==> config.mk <==
export PLATFORM = sky130hd
export DESIGN_NAME = rms_status_word
export DESIGN_NICKNAME = d
export VERILOG_FILES = /design/src/hw/rms_pkg.sv /design/src/hw/rms_sync.sv /design/src/hw/rms_status_word.sv
export SDC_FILE = /design/constraint.sdc
export NUM_CORES = 1
export LEC_CHECK = 0
export ABC_AREA = 1
export BUFFER_PORTS_ARGS = -buffer_cell sky130_fd_sc_hd__clkbuf_2
export CAP_MARGIN = 20
export CELL_PAD_IN_SITES_DETAIL_PLACEMENT = 2
export CELL_PAD_IN_SITES_GLOBAL_PLACEMENT = 2
export CORE_MARGIN = 3
export CORE_UTILIZATION = 32
export CTS_BUF_LIST = sky130_fd_sc_hd__clkbuf_8
export DETAILED_ROUTE_END_ITERATION = 7
export PLACE_DENSITY_LB_ADDON = 0.08
export REMOVE_ABC_BUFFERS = 1
export SETUP_SLACK_MARGIN = 0.1
export SLEW_MARGIN = 20
export SYNTH_ARGS = -nofsm -noshare
export SYNTH_HDL_FRONTEND = slang
export SYNTH_SLANG_ARGS = --single-unit
==> constraint.sdc <==
create_clock -name mclk_i -period 2.37 [get_ports mclk_i]
set_input_delay 0.3555 -clock mclk_i [delete_from_list [all_inputs] [get_ports mclk_i]]
set_output_delay 0.3555 -clock mclk_i [all_outputs]
set_load 0.01 [all_outputs]
==> src/hw/rms_pkg.sv <==
package rms_pkg;

    // Width of the host data path and of the status word
    localparam int unsigned WORD_W = 16;

    // Field positions of the receiver and modem status word
    localparam int unsigned BIT_MODEM_CHANGE   = 15;
    localparam int unsigned BIT_RING           = 14;
    localparam int unsigned BIT_CTS            = 13;
    localparam int unsigned BIT_CARRIER        = 12;
    localparam int unsigned BIT_RX_ACTIVE      = 11;
    localparam int unsigned BIT_REVERSE_IN     = 10;
    localparam int unsigned BIT_RX_COMPLETE    = 7;
    localparam int unsigned BIT_RX_IRQ_EN      = 6;
    localparam int unsigned BIT_MODEM_IRQ_EN   = 5;
    localparam int unsigned BIT_REVERSE_OUT    = 3;
    localparam int unsigned BIT_RTS            = 2;
    localparam int unsigned BIT_DTR            = 1;

    // Number of modem leads watched, and their order in the lead vector
    localparam int unsigned LEAD_N       = 4;
    localparam int unsigned LEAD_RING    = 0;
    localparam int unsigned LEAD_CTS     = 1;
    localparam int unsigned LEAD_CARRIER = 2;
    localparam int unsigned LEAD_REVERSE = 3;

    // Default synchroniser depth for the modem leads
    localparam int unsigned SYNC_DEPTH = 2;

    // Reset values of the stored bits
    localparam logic RESET_FLAG = 1'b0;
    localparam logic RESET_DTR  = 1'b0;
    localparam logic [WORD_W-1:0] RESET_WORD = 16'h0000;

endpackage : rms_pkg

==> src/hw/rms_sync.sv <==
// Multi-stage synchroniser for a group of asynchronous level inputs
module rms_sync #(
    parameter int unsigned WIDTH  = 4,
    parameter int unsigned STAGES = 2
) (
    // Clock and reset
    input  wire logic             mclk_i,
    input  wire logic             reset_n_i,
    // Raw and synchronised levels
    input  wire logic [WIDTH-1:0] async_i,
    output logic      [WIDTH-1:0] sync_o
);

    typedef struct packed {
        logic [STAGES-1:0][WIDTH-1:0] stage;
    } rms_sync_state_t;

    rms_sync_state_t state_reg;
    rms_sync_state_t state_next;

    // Refuse depths that would not settle metastability
    initial begin
        if (STAGES < 2) begin
            $error("rms_sync needs at least two stages");
        end
        if (WIDTH < 1) begin
            $error("rms_sync needs a width of at least one");
        end
    end

    // Shift chain; only the next stage reads the first flop
    always_comb begin
        state_next = state_reg;
        state_next.stage[0] = async_i;
        for (int i = 1; i < STAGES; i++) begin
            state_next.stage[i] = state_reg.stage[i-1];
        end
    end

    // Register the chain
    always_ff @(posedge mclk_i or negedge reset_n_i) begin
        if (!reset_n_i) begin
            state_reg <= '0;
        end else begin
            state_reg <= state_next;
        end
    end

    // Last stage is safe to use
    assign sync_o = state_reg.stage[STAGES-1];

endmodule // rms_sync

==> src/hw/rms_status_word.sv <==
// Notes on behaviour
// RULE1: Carrier, clear-to-send or reverse-channel input edges of either polarity set bit 15.
// RULE2: Ring going inactive to active sets bit 15; ring falling does not.
// RULE3: Bit 15 clears on bus initialize and on every read of this word. A lead change in the same cycle as the read leaves it set.
// RULE4: Bit 14 shows the ring lead; ring is a pulsed lead, 2 s on, 4 s off.
// RULE5: Bit 13 follows clear-to-send: 1 on, 0 off.
// RULE6: Bit 12 reads 1 while carrier is received, 0 otherwise.
// RULE7: Bit 11 sets at the sampled center of a start bit.
// RULE8: Bit 11 clears on the rising edge of bit 7 and on initialize; read-only.
// RULE9: Bit 10 shows the reverse-channel input; a space reads as 1.
// RULE10: Bit 7 sets once a whole character has been assembled.
// RULE11: Receiver interrupt requested while bit 7 and bit 6 are both set.
// RULE12: Bit 7 clears when the receive buffer word is addressed, and on initialize.
// RULE13: Bit 6 is read/write and clears on initialize.
// RULE14: Bit 5 is read/write, clears on initialize, gates bit 15 onto an interrupt.
// RULE15: Bit 3 drives the reverse-channel output, space while set; clears on initialize.
// RULE16: Bit 2 drives request-to-send, or force-busy by option; clears on initialize.
// RULE17: Bit 1 drives terminal ready; initialize leaves it alone.
// RULE18: Software must clear terminal ready itself to disconnect.
// RULE19: Every initialize action is triggered by the host bus initialize signal.
// RULE20: Bits 9, 8 and 4 ignore writes and read as zero.
module rms_status_word
    import rms_pkg::*;
#(
    parameter int unsigned DATA_W         = rms_pkg::WORD_W,
    parameter int unsigned SYNC_STAGES    = rms_pkg::SYNC_DEPTH,
    parameter bit          RTS_FORCE_BUSY = 1'b0
) (
    // Clock and reset
    input  wire logic              mclk_i,
    input  wire logic              reset_n_i,
    // Host bus initialize, level, same clock domain
    input  wire logic              host_bus_initialize_i,
    // Host register access
    input  wire logic              status_sel_i,
    input  wire logic              buffer_sel_i,
    input  wire logic              rd_i,
    input  wire logic              wr_i,
    input  wire logic [DATA_W-1:0] wdata_i,
    output logic      [DATA_W-1:0] rdata_o,
    // Receiver core events, same clock domain
    input  wire logic              start_center_i,
    input  wire logic              char_done_i,
    // Modem input leads, asynchronous
    input  wire logic              ring_i,
    input  wire logic              cts_status_i,
    input  wire logic              carrier_present_i,
    input  wire logic              reverse_channel_in_i,
    // Modem output leads
    output logic                   rts_output_o,
    output logic                   force_busy_o,
    output logic                   dtr_o,
    output logic                   reverse_channel_out_o,
    // Interrupt requests
    output logic                   receive_irq_o,
    output logic                   modem_irq_o
);

    import rms_pkg::*;

    // All state of the block
    typedef struct packed {
        logic [LEAD_N-1:0] lead_prev;
        logic              modem_change;
        logic              receiver_active;
        logic              receive_complete;
        logic              receive_irq_enable;
        logic              modem_irq_enable;
        logic              reverse_channel_out;
        logic              rts_bit;
        logic              dtr_bit;
        logic              primed;
        logic [DATA_W-1:0] rdata;
    } rms_state_t;

    rms_state_t state_reg;
    rms_state_t state_next;

    // Raw and synchronised modem leads
    logic [LEAD_N-1:0] lead_raw;
    logic [LEAD_N-1:0] lead_sync;

    // Decoded host actions
    logic status_read;
    logic status_write;
    logic buffer_touch;

    // Lead events and the receive-complete edge
    logic [LEAD_N-1:0] lead_rise;
    logic [LEAD_N-1:0] lead_fall;
    logic              change_event;
    logic              complete_rise;

    // Assembled word as software sees it
    logic [DATA_W-1:0] status_word;

    // The word layout is fixed at sixteen bits
    initial begin
        if (DATA_W != WORD_W) begin
            $error("rms_status_word supports only a sixteen bit data path");
        end
        if (SYNC_STAGES < 2) begin
            $error("rms_status_word needs at least two synchroniser stages");
        end
    end

    // Gather the modem leads in a fixed order
    always_comb begin
        lead_raw = '0;
        lead_raw[LEAD_RING]    = ring_i;
        lead_raw[LEAD_CTS]     = cts_status_i;
        lead_raw[LEAD_CARRIER] = carrier_present_i;
        lead_raw[LEAD_REVERSE] = reverse_channel_in_i;
    end

    // Leads come straight from line receivers, so they are retimed first
    rms_sync #(
        .WIDTH  (LEAD_N),
        .STAGES (SYNC_STAGES)
    ) u_lead_sync (
        .mclk_i    (mclk_i),
        .reset_n_i (reset_n_i),
        .async_i   (lead_raw),
        .sync_o    (lead_sync)
    );

    // Host actions on this word and on the receive buffer word
    assign status_read  = status_sel_i && rd_i;
    assign status_write = status_sel_i && wr_i;
    assign buffer_touch = buffer_sel_i && (rd_i || wr_i);

    // Edge detection on retimed leads; suppressed until the history is valid
    always_comb begin
        lead_rise = '0;
        lead_fall = '0;
        for (int i = 0; i < LEAD_N; i++) begin
            lead_rise[i] = state_reg.primed && lead_sync[i] && !state_reg.lead_prev[i];
            lead_fall[i] = state_reg.primed && !lead_sync[i] && state_reg.lead_prev[i];
        end
    end

    // Ring counts only on its rising edge, the other leads on both edges
    assign change_event = lead_rise[LEAD_RING]                             // [RULE2]
                        || lead_rise[LEAD_CTS] || lead_fall[LEAD_CTS]         // [RULE1]
                        || lead_rise[LEAD_CARRIER] || lead_fall[LEAD_CARRIER] // [RULE1]
                        || lead_rise[LEAD_REVERSE] || lead_fall[LEAD_REVERSE];// [RULE1]

    // Leading edge of the receive-complete flag
    assign complete_rise = state_next.receive_complete && !state_reg.receive_complete;

    // Word as read by software; unused positions stay zero
    always_comb begin
        status_word = RESET_WORD;                                           // [RULE20]
        status_word[BIT_MODEM_CHANGE] = state_reg.modem_change;
        status_word[BIT_RING]         = lead_sync[LEAD_RING];               // [RULE4]
        status_word[BIT_CTS]          = lead_sync[LEAD_CTS];                // [RULE5]
        status_word[BIT_CARRIER]      = lead_sync[LEAD_CARRIER];            // [RULE6]
        status_word[BIT_RX_ACTIVE]    = state_reg.receiver_active;
        status_word[BIT_REVERSE_IN]   = lead_sync[LEAD_REVERSE];            // [RULE9]
        status_word[BIT_RX_COMPLETE]  = state_reg.receive_complete;
        status_word[BIT_RX_IRQ_EN]    = state_reg.receive_irq_enable;
        status_word[BIT_MODEM_IRQ_EN] = state_reg.modem_irq_enable;
        status_word[BIT_REVERSE_OUT]  = state_reg.reverse_channel_out;
        status_word[BIT_RTS]          = state_reg.rts_bit;
        status_word[BIT_DTR]          = state_reg.dtr_bit;
    end

    // Next-state logic
    always_comb begin
        state_next = state_reg;

        // Lead history; the first cycle only fills it
        state_next.lead_prev = lead_sync;
        state_next.primed    = 1'b1;

        // Read data captured before the read side effect takes hold
        if (status_read) begin
            state_next.rdata = status_word;
        end

        // Software writable bits; reserved and read-only positions are ignored
        if (status_write) begin
            state_next.receive_irq_enable  = wdata_i[BIT_RX_IRQ_EN];       // [RULE13]
            state_next.modem_irq_enable    = wdata_i[BIT_MODEM_IRQ_EN];    // [RULE14]
            state_next.reverse_channel_out = wdata_i[BIT_REVERSE_OUT];     // [RULE15]
            state_next.rts_bit             = wdata_i[BIT_RTS];             // [RULE16]
            state_next.dtr_bit             = wdata_i[BIT_DTR];             // [RULE17]
        end

        // Modem change: read clears, a change in the same cycle wins
        if (status_read) begin
            state_next.modem_change = 1'b0;                                 // [RULE3]
        end
        if (change_event) begin
            state_next.modem_change = 1'b1;                                 // [RULE1] [RULE2]
        end

        // Receive complete: buffer access clears, a new character wins
        if (buffer_touch) begin
            state_next.receive_complete = 1'b0;                             // [RULE12]
        end
        if (char_done_i) begin
            state_next.receive_complete = 1'b1;                             // [RULE10]
        end

        // Initialize clears the flags, enables and output bits, but not terminal ready, which software owns
        if (host_bus_initialize_i) begin                                    // [RULE19]
            state_next.modem_change        = RESET_FLAG;                   // [RULE3]
            state_next.receive_complete    = RESET_FLAG;                   // [RULE12]
            state_next.receive_irq_enable  = RESET_FLAG;                   // [RULE13]
            state_next.modem_irq_enable    = RESET_FLAG;                   // [RULE14]
            state_next.reverse_channel_out = RESET_FLAG;                   // [RULE15]
            state_next.rts_bit             = RESET_FLAG;                   // [RULE16]
        end
    end

    // Receiver active depends on the final receive-complete value, so it sits apart
    logic rx_active_next;
    always_comb begin
        rx_active_next = state_reg.receiver_active;
        if (complete_rise || host_bus_initialize_i) begin
            rx_active_next = 1'b0;                                          // [RULE8] [RULE19]
        end
        if (start_center_i && !host_bus_initialize_i) begin
            rx_active_next = 1'b1;                                          // [RULE7]
        end
    end

    // State register; terminal ready has a power-up value only from reset
    always_ff @(posedge mclk_i or negedge reset_n_i) begin
        if (!reset_n_i) begin
            state_reg                     <= '0;
            state_reg.dtr_bit             <= RESET_DTR;                     // [RULE17]
            state_reg.rdata               <= RESET_WORD;
        end else begin
            state_reg                     <= state_next;
            state_reg.receiver_active     <= rx_active_next;
        end
    end

    // Read data from flops
    assign rdata_o = state_reg.rdata;

    // Request-to-send leaves on one of two leads, chosen by option
    assign rts_output_o = RTS_FORCE_BUSY ? 1'b0 : state_reg.rts_bit;       // [RULE16]
    assign force_busy_o = RTS_FORCE_BUSY ? state_reg.rts_bit : 1'b0;       // [RULE16]

    // Terminal ready and reverse channel are straight from their bits
    assign dtr_o                 = state_reg.dtr_bit;                       // [RULE17]
    assign reverse_channel_out_o = state_reg.reverse_channel_out;           // [RULE15]

    // Interrupt requests are levels; the enable only gates, never stores
    assign receive_irq_o = state_reg.receive_complete && state_reg.receive_irq_enable; // [RULE11]
    assign modem_irq_o   = state_reg.modem_change && state_reg.modem_irq_enable;       // [RULE14]

endmodule // rms_status_word

==> flow_metrics.py, run 1 <==
metrics = {
    "pwr": {
        "power.density_nw_per_um2": 771,
        "switchingPower_mw": 0.300,
        "p_total_mw": 1.17,
        "p_comb_frac": 0.117,
        "p_seq_frac": 0.543,
        "swShare": 0.257,
        "clockPowerShare": 0.339,
        "ir_drop_mv": 0.294,
        "p_leak_nw": 0.845,
        "internal_power_mw": 0.866,
    },
    "global_route": {
        "antenna_found_initial": 0,
        "overflow": 0,
        "grtUsageTotal": 0.118,
        "grt_first_pass_wirelength_um": 4400,
        "grt_max_degree": 34,
        "first_global_vias": 966,
    },
    "timing": {
        "hold_slack_ns": 0.154,
        "finalHoldViolations": 0,
        "max_freq_mhz": 793,
        "drv_slew": 0,
        "setup_tns_ns": 0,
        "period_minus_slack_ns": 1.26,
        "setup_viol": 0,
        "clock_skew_ns": 0.00132,
        "fin_crit_sh": 0.532,
        "tightest_slew_ns": 0.812,
        "slew_headroom": 0.458,
        "rsz0062_at_grt": "false",
    },
    "cells_and_area": {
        "largest_reg_flops": 12,
        "nets": 183,
        "final_cells": 203,
        "antenna_cells": 0,
        "area_growth_pct": 14.0,
        "final_area_um2": 1510,
        "drive_gt1_frac": 0.297,
    },
    "yosys": {
        "ys_ff_latch": 33,
        "yosysSeqAreaShare": 0.623,
        "synth_cells": 128,
        "syn_avg_cell_area_um2": 10.4,
        "ys_warn_count": 0,
        "synth_area_um2": 1330,
        "synth_cell_types": 15,
    },
    "place": {
        "place.gp.congestion": 0.663,
        "dp.final_hpwl_um": 2010,
        "placed_area_um2": 1430,
        "port_buffers": 34,
        "dp.cells": 195,
    },
    "cts": {
        "cts_made_buffers": 5,
        "cts_setup_buffers": 0,
        "htree_levels": 2,
        "clockBufferDepth": 2,
        "path_clk_slew_ns": 0.07,
        "cts_root_buf": "clkbuf_8",
        "clkLatencyLatePin_ns": 0.28,
        "clock_sinks": 33,
        "cts.repair.resized": 0,
        "cts_tree": "yes",
        "holdBufCountCts": 0,
    },
    "setup_path": {
        "cpMaxStageDelayCell": "dfrtp_1",
        "start_kind": "register",
        "crit_fanout": 4,
        "required_ns": 2.01,
        "endpoint_kind": "output port",
        "path_cells": "nand2_1, inv_1, clkbuf_2",
        "cpPeakStageDelay_ns": 0.41,
        "critical_path_class": "register to output port",
        "crit_arrival_ns": 0.91,
    },
    "route": {
        "wl_um": 2640,
        "ant_nets": 0,
        "drc": 0,
        "vias_per_cell": 4.37,
        "avgRoutedWirePerCell_um": 13.0,
        "vias": 888,
        "first_pass_iters": 4,
        "drt_iter0_drc": 27,
    },
    "floorplanning": {
        "die_w_um": 70.4,
        "rows": 22,
        "core_um2": 3830,
        "die_h_um": 70.4,
        "die_area_um2": 4950,
        "io_pins": 51,
        "initial_utilization": 0.347,
    },
    "min_path": {
        "hp-class": "input port to async pin",
    },
    "flow_run": {
        "cap_violations": 0,
    },
    "status": {
        "status": "complete, no violations",
    },
}
-- power by group through the flow --
stage | combinational (mW) | sequential [mW] | clock [mW]
final | 0.136 | 0.633 | 0.395
after global routing | 0.156 | 0.640 | 0.440
after CTS | 0.142 | 0.636 | 0.414
after detailed placement | 0.141 | 0.646 | 0
after global placement | 0.135 | 0.641 | 0
after floorplan | 0.0555 | 0.653 | 0
-- placed cells by master, fill, tap and decap left out, types with 4 or more instances in the layout --
| cell type | instances |
|---|---|
| clkbuf_8 | 5 |
| dfrtp_1 | 33 |
| clkbuf_2 | 34 |
| o22ai_1 | 4 |
| inv_1 | 21 |
| nand2_1 | 26 |
| conb_1 | 6 |
| nor2_1 | 4 |
| o21ai_0 | 11 |
-- area by class of cell --
class                           instances  area (µm²)
Fill cell                             412        2310
Sequential cell                        33         826
Multi-Input combinational cell         60         298
Timing Repair Buffer                   34         170
Inverter                               20        75.1
Clock buffer                            5        68.8
Tap cell                               48        60.1
Clock inverter                          3        13.8
-- cells in the mapped netlist --
library cell / n / area share
dfrtp_1: 33 / 0.62
a21oi_1: 3 / 0.011
nand2_2: 1 / 0.0047
buf_4: 17 / 0.096
inv_1: 20 / 0.057
buf_6: 1 / 0.0085
nand3_1: 1 / 0.0038
conb_1: 2 / 0.0057
nand2_1: 26 / 0.074
clkbuf_1: 1 / 0.0028
o21ai_0: 11 / 0.042
nor2_1: 4 / 0.011
mux2_2: 1 / 0.0085
mux2_4: 3 / 0.034
o22ai_1: 4 / 0.019
-- metal layers --
metal / vias to the layer above / wire length, µm / share of wire / global-route usage
met1: 433 / 1060 / 0.40 / 0.131
met5: - / 0 / 0 / 0
met3: 7 / 178 / 0.067 / 0.0547
met2: 29 / 1360 / 0.51 / 0.192
met4: 0 / 51 / 0.019 / 0.0511
li1: 419 / - / - / -
-- critical path: cells and delay by family, from the launching register on --
| kind | cells | cell delay, ns |
|---|---|---|
| buf+inv | 2 | 0.14 |
| flops | 1 | 0.41 |
| simple gates | 1 | 0.07 |
-- logic make-up after synthesis --
| logic type | share of synthesized area |
|---|---|
| buf+inv | 0.164 |
| simple gates | 0.0934 |
| flops | 0.623 |
| other cells | 0.00566 |
| mux | 0.0424 |
| compound gates | 0.0717 |
-- path summary, 6_finish.rpt --
path                                      startpoint                        end  slack (ns)  cells past startpoint
setup / recovery                       state_reg[22]              receive_irq_o        1.11                      3
hold / removal                             reset_n_i      u_lead_sync.sync_o[1]        0.15                      1
setup reg to reg               u_lead_sync.sync_o[3]              state_reg[24]        1.44                      7
hold reg to reg            u_lead_sync.state_next[4]      u_lead_sync.sync_o[0]        0.35                      0
max in group asynchronous                  reset_n_i              state_reg[21]        1.71                      1
min in group mclk_i                     cts_status_i  u_lead_sync.state_next[5]        0.18                      1
-- per-stage QoR --
stage | setup WS [ns] | util
CTS | 1.08 | 0.395
finish | 1.11 | 0.395
detailed placement | 1.06 | 0.373
floorplan | 1.31 | -
global route | 1.03 | 0.395
global placement | 1.05 | 0.373
No activity file was read; power rests on OpenSTA's default activity.
==> run 2, diff against run 1 <==
CORE_UTILIZATION = 27   (was 32)
clock period = 1.08 ns   (was 2.37 ns; I/O delays follow)
==> run 2 against run 1 <==
Effect of this change:
- final cell count up 17%
- hold slack got worse by 0.073 ns
- final area rose by 14%
- clock-buffer cell count grew 2
- critical endpoint is now modem_irq_o
- sequential cell count did not move
- largest power group unchanged
- critical path type unchanged
- first-iteration DRC count decreased by 7.4%
- clock skew rose by 0.0055 ns
- largest cell class unchanged
- non-clock buffer count rose by 17
==> flow_metrics.py, run 2 (synthesis results as in run 1) <==
metrics = {
    "route": {
        "wl_met3_um": 166,
        "wl_um": 2830,
        "dr_wl_met2_um": 1460,
        "first_pass_iters": 4,
        "vias_per_cell": 3.98,
        "avgRoutedWirePerCell_um": 11.9,
        "vias": 944,
        "drc": 0,
        "ant_nets": 0,
        "drt_iter0_drc": 25,
        "dr.max_layer_used": "met4",
        "route.layer.met1.wl_um": 1180,
    },
    "cells_and_area": {
        "largest_reg_flops": 12,
        "final_cell_mix": "dfrtp_1, nand2_1, clkbuf_2",
        "area_growth_pct": 29.4,
        "seq_area_um2": 826,
        "fillers": 499,
        "drive_gt1_frac": 0.360,
        "antenna_cells": 0,
        "layout_commonest_cell": "dfrtp_1",
        "multi_input_area_um2": 304,
        "nets": 200,
    },
    "setup_path": {
        "worstReg2RegStart": "u_lead_sync.sync_o[1]",
        "cpMaxStageDelayCell": "dfrtp_1",
        "r2r_end": "rdata_o[13]",
        "crit_fanout": 2,
        "regToRegSetupSlack_ns": 0.16,
        "endpoint_kind": "output port",
        "path_cells": "nand2_1, inv_1, clkbuf_2",
        "crit_arrival_ns": 0.91,
        "critical_path_class": "register to output port",
        "cpPeakStageDelay_ns": 0.40,
        "required_ns": 0.92,
        "rr_worst_depth": 2,
        "start_kind": "register",
    },
    "timing": {
        "setup_viol": 0,
        "max_freq_mhz": 934,
        "finalHoldViolations": 0,
        "period_minus_slack_ns": 1.07,
        "clock_skew_ns": 0.00684,
        "rsz0062_at_grt": "true",
        "setup_slack_ns": 0.00884,
        "setup_tns_ns": 0,
        "fin_crit_sh": 0.992,
        "drv_slew": 0,
    },
    "floorplanning": {
        "core_um2": 4530,
        "io_pins": 51,
        "die_w_um": 76.1,
        "die_h_um": 76.1,
        "rows": 24,
        "initial_utilization": 0.292,
        "die_area_um2": 5790,
    },
    "cts": {
        "clkLatencyLatePin_ns": 0.28,
        "cts_made_buffers": 5,
        "htree_levels": 2,
        "clockBufferDepth": 2,
        "cts_tree": "yes",
        "clock_sinks": 33,
        "cts_root_buf": "clkbuf_8",
        "path_clk_slew_ns": 0.07,
    },
    "pwr": {
        "p_leak_nw": 0.940,
        "power.density_nw_per_um2": 1630,
        "ir_drop_mv": 0.617,
    },
    "place": {
        "place.gp.congestion": 0.698,
        "port_buffers": 34,
        "place_worst_setup_slack_ns": 0.0804,
        "dp.final_hpwl_um": 1980,
    },
    "min_path": {
        "hold_start": "host_bus_initialize_i",
        "holdPathStages": 2,
        "min_to": "state_reg[24]",
        "hp-class": "input port to register",
    },
    "global_route": {
        "first_global_vias": 1034,
        "overflow": 0,
        "grt_first_pass_wirelength_um": 4870,
        "grtUsageTotal": 0.108,
        "antenna_found_initial": 0,
        "grt_max_degree": 34,
    },
    "flow_run": {
        "cap_violations": 0,
    },
    "status": {
        "status": "complete, no violations",
    },
}
[run 2: layer usage]
layer  vias to the layer above  GRT usage
li1                        451          -
met1                       464      0.115
met2                        27      0.180
met3                         2     0.0520
met4                         0     0.0489
met5                         -          0
[run 2: stage by stage]
step                std cells  instance area [µm²]  hold WS, ns  total power, mW  utilization
floorplan                 113                 1200       -0.134             1.56            -
global placement          214                 1480        0.139             1.72        0.326
detailed placement        214                 1480        0.144             1.73        0.326
CTS                       229                 1640       0.0674             2.80        0.363
global route              237                 1720       0.0663             2.96        0.379
finish                    237                 1720       0.0812             2.79        0.379
[run 2: cell type report]
type                       instances  area share
timing repair buffer              51       0.192
inverter                          20      0.0437
tap                               65      0.0474
clock buffer                       7      0.0561
clock inverter                     1     0.00292
multi-input combinational         60       0.177
sequential                        33       0.481
[run 2: power by group]
part | total [mW] | internal (mW) | switching [mW]
clock | 1.01 | 0.576 | 0.431
sequential | 1.39 | 1.34 | 0.0498
combinational | 0.398 | 0.206 | 0.192
total | 2.79 | 2.12 | 0.673
[run 2: critical path: cells and delay by family, from the launching register on]
family	cells	cell delay, ns
flip-flops	1	0.40
AND/OR/NAND/NOR	1	0.06
buffers and inverters	2	0.16
[run 2: what timing repair did]
| item | in CTS | in global routing |
|---|---|---|
| pin swaps | 0 | 3 |
| setup endpoints to repair | 3 | 18 |
| buffers inserted | 2 | 8 |
| endpoints found under the hold margin | 37 | 0 |
| gates resized for setup | 0 | 16 |
| hold buffers | 5 | 0 |
| gates cloned | 0 | 0 |
[run 2: worst max-delay path by stage]
stage | start | end | slack [ns] | depth (start not counted)
2_1_floorplan | status_sel_i | rdata_o[7] | 0.21 | 2
3_3_place_gp | status_sel_i | rdata_o[7] | 0.09 | 3
3_5_place_dp | status_sel_i | rdata_o[7] | 0.08 | 3
4_1_cts | state_reg[22] | receive_irq_o | -0.002 | 3
5_1_grt | state_reg[22] | receive_irq_o | -0.04 | 3
6_report | state_reg[20] | modem_irq_o | 0.009 | 3
==> run 3, diff against run 2 <==
PLACE_DENSITY = 0.87   (was unset)
PLACE_DENSITY_LB_ADDON = unset   (was 0.08)
==> run 3 against run 2 <==
Effect of this change:
- global-route usage is 1.1 points higher
- combinational power up 15%
- sequential cell count stayed put
- clock-buffer cell count unchanged
- clock power about the same
- critical path type unchanged
- largest power group unchanged
==> flow_metrics.py, run 3 (synthesis results as in run 1) <==
metrics = {
    "pwr": {
        "ir_drop_mv": 0.412,
        "power.density_nw_per_um2": 1590,
        "p_leak_nw": 0.978,
    },
    "global_route": {
        "grtUsageTotal": 0.118,
        "first_global_vias": 1067,
        "antenna_found_initial": 0,
        "overflow": 0,
        "grt_first_pass_wirelength_um": 5290,
        "grt_max_degree": 34,
    },
    "route": {
        "drt_iter0_drc": 34,
        "drc": 0,
        "vias": 986,
        "first_pass_iters": 4,
        "wl_um": 3170,
        "ant_nets": 0,
        "avgRoutedWirePerCell_um": 13.0,
        "vias_per_cell": 4.06,
    },
    "cts": {
        "clkLatencyLatePin_ns": 0.29,
        "clockBufferDepth": 2,
        "path_clk_slew_ns": 0.07,
        "htree_levels": 2,
        "cts_made_buffers": 5,
        "cts_root_buf": "clkbuf_8",
        "clock_sinks": 33,
        "cts_tree": "yes",
    },
    "setup_path": {
        "worstReg2RegStart": "state_reg[22]",
        "crit_fanout": 2,
        "startpoint": "state_reg[20]",
        "crit_arrival_ns": 0.90,
        "cpMaxStageDelayCell": "dfrtp_1",
        "required_ns": 0.92,
        "cpPeakStageDelay_ns": 0.40,
        "start_kind": "register",
        "crit_family": "flip-flops",
        "path_cells": "nand2_2, inv_2, buf_6",
        "cp.buffers_inverters": 2,
        "critical_path_class": "register to output port",
        "endpoint_kind": "output port",
    },
    "timing": {
        "drv_slew": 0,
        "max_freq_mhz": 940,
        "setup_viol": 0,
        "clock_skew_ns": 0.00552,
        "finalHoldViolations": 0,
        "period_minus_slack_ns": 1.06,
        "rsz0062_at_grt": "true",
        "fin_crit_sh": 0.985,
    },
    "cells_and_area": {
        "final_cell_mix": "dfrtp_1, nand2_1, clkbuf_2",
        "seq_area_um2": 826,
        "antenna_cells": 0,
        "largest_reg_flops": 12,
        "layout_commonest_cell": "dfrtp_1",
        "fillers": 502,
        "nets": 206,
        "final_area_um2": 1810,
        "postLayoutCoreUtil": 0.398,
        "area_growth_pct": 36.2,
        "drive_gt1_frac": 0.421,
        "multi_input_area_um2": 320,
    },
    "place": {
        "port_buffers": 34,
        "placed_area_um2": 1490,
        "place.gp.congestion": 0.702,
        "dp.final_hpwl_um": 2190,
    },
    "floorplanning": {
        "die_w_um": 76.1,
        "initial_utilization": 0.292,
        "die_area_um2": 5790,
        "io_pins": 51,
        "die_h_um": 76.1,
        "rows": 24,
        "core_um2": 4530,
    },
    "min_path": {
        "hp-class": "input port to register",
        "hold_start": "host_bus_initialize_i",
    },
    "flow_run": {
        "cap_violations": 0,
    },
    "status": {
        "status": "complete, no violations",
    },
}
-- run 3: what timing repair did --
action | in CTS | in global routing
pin swaps | 1 | 5
gates resized for setup | 0 | 34
endpoints found under the setup margin | 10 | 17
setup buffers | 8 | 7
endpoints found under the hold margin | 37 | 0
hold buffers | 5 | 0
-- run 3: final timing paths --
kind | to | slack [ns] | cells past startpoint
setup / recovery | modem_irq_o | 0.02 | 3
hold / removal | state_reg[24] | 0.07 | 2
setup reg to reg | rdata_o[7] | 0.09 | 3
hold reg to reg | u_lead_sync.sync_o[3] | 0.35 | 0
max in group asynchronous | state_reg[22] | 0.53 | 3
min in group asynchronous | u_lead_sync.sync_o[2] | 0.38 | 3
-- run 3: worst register-to-register path, stage by stage, from the launching register on --
cell and delay, ns:
dfrtp_1 0.37, buf_4 0.13, buf_6 0.11, mux2_4 0.26
-- run 3: layout make-up --
class / instances / share of cell area
well taps: 65 / 0.0450
flip-flops and latches: 33 / 0.457
clock inverters: 1 / 0.00277
multi-input cells: 60 / 0.177
inverters: 20 / 0.0416
repair buffers: 57 / 0.223
clock buffers: 7 / 0.0533
-- run 3: routing by layer --
| metal | GRT usage | part of all wire | routed length (µm) | up-vias |
|---|---|---|---|---|
| met4 | 0.0489 | 0.018 | 57 | 0 |
| li1 | - | - | - | 465 |
| met1 | 0.134 | 0.42 | 1320 | 485 |
| met3 | 0.0390 | 0.051 | 161 | 7 |
| met5 | 0 | 0 | 0 | - |
| met2 | 0.204 | 0.51 | 1630 | 29 |
-- run 3: metrics by stage --
stage / setup TNS [ns] / cells / power [mW] / setup WS [ns] / hold WS (ns)
floorplan: 0 / 113 / 1.56 / 0.209 / -0.134
global placement: 0 / 215 / 1.72 / 0.145 / 0.136
detailed placement: 0 / 215 / 1.75 / 0.117 / 0.141
CTS: -0.00825 / 236 / 2.85 / -0.00441 / 0.0624
global route: -0.0656 / 243 / 3.04 / -0.0373 / 0.0782
finish: 0 / 243 / 2.87 / 0.0163 / 0.0689
-- run 3: power by group --
group	leakage (nW)	total, mW	switching (mW)	internal (mW)
Sequential	0.407	1.39	0.0555	1.34
Clock	0.0542	1.02	0.442	0.576
Combinational	0.516	0.457	0.211	0.245
Total	0.978	2.87	0.709	2.16
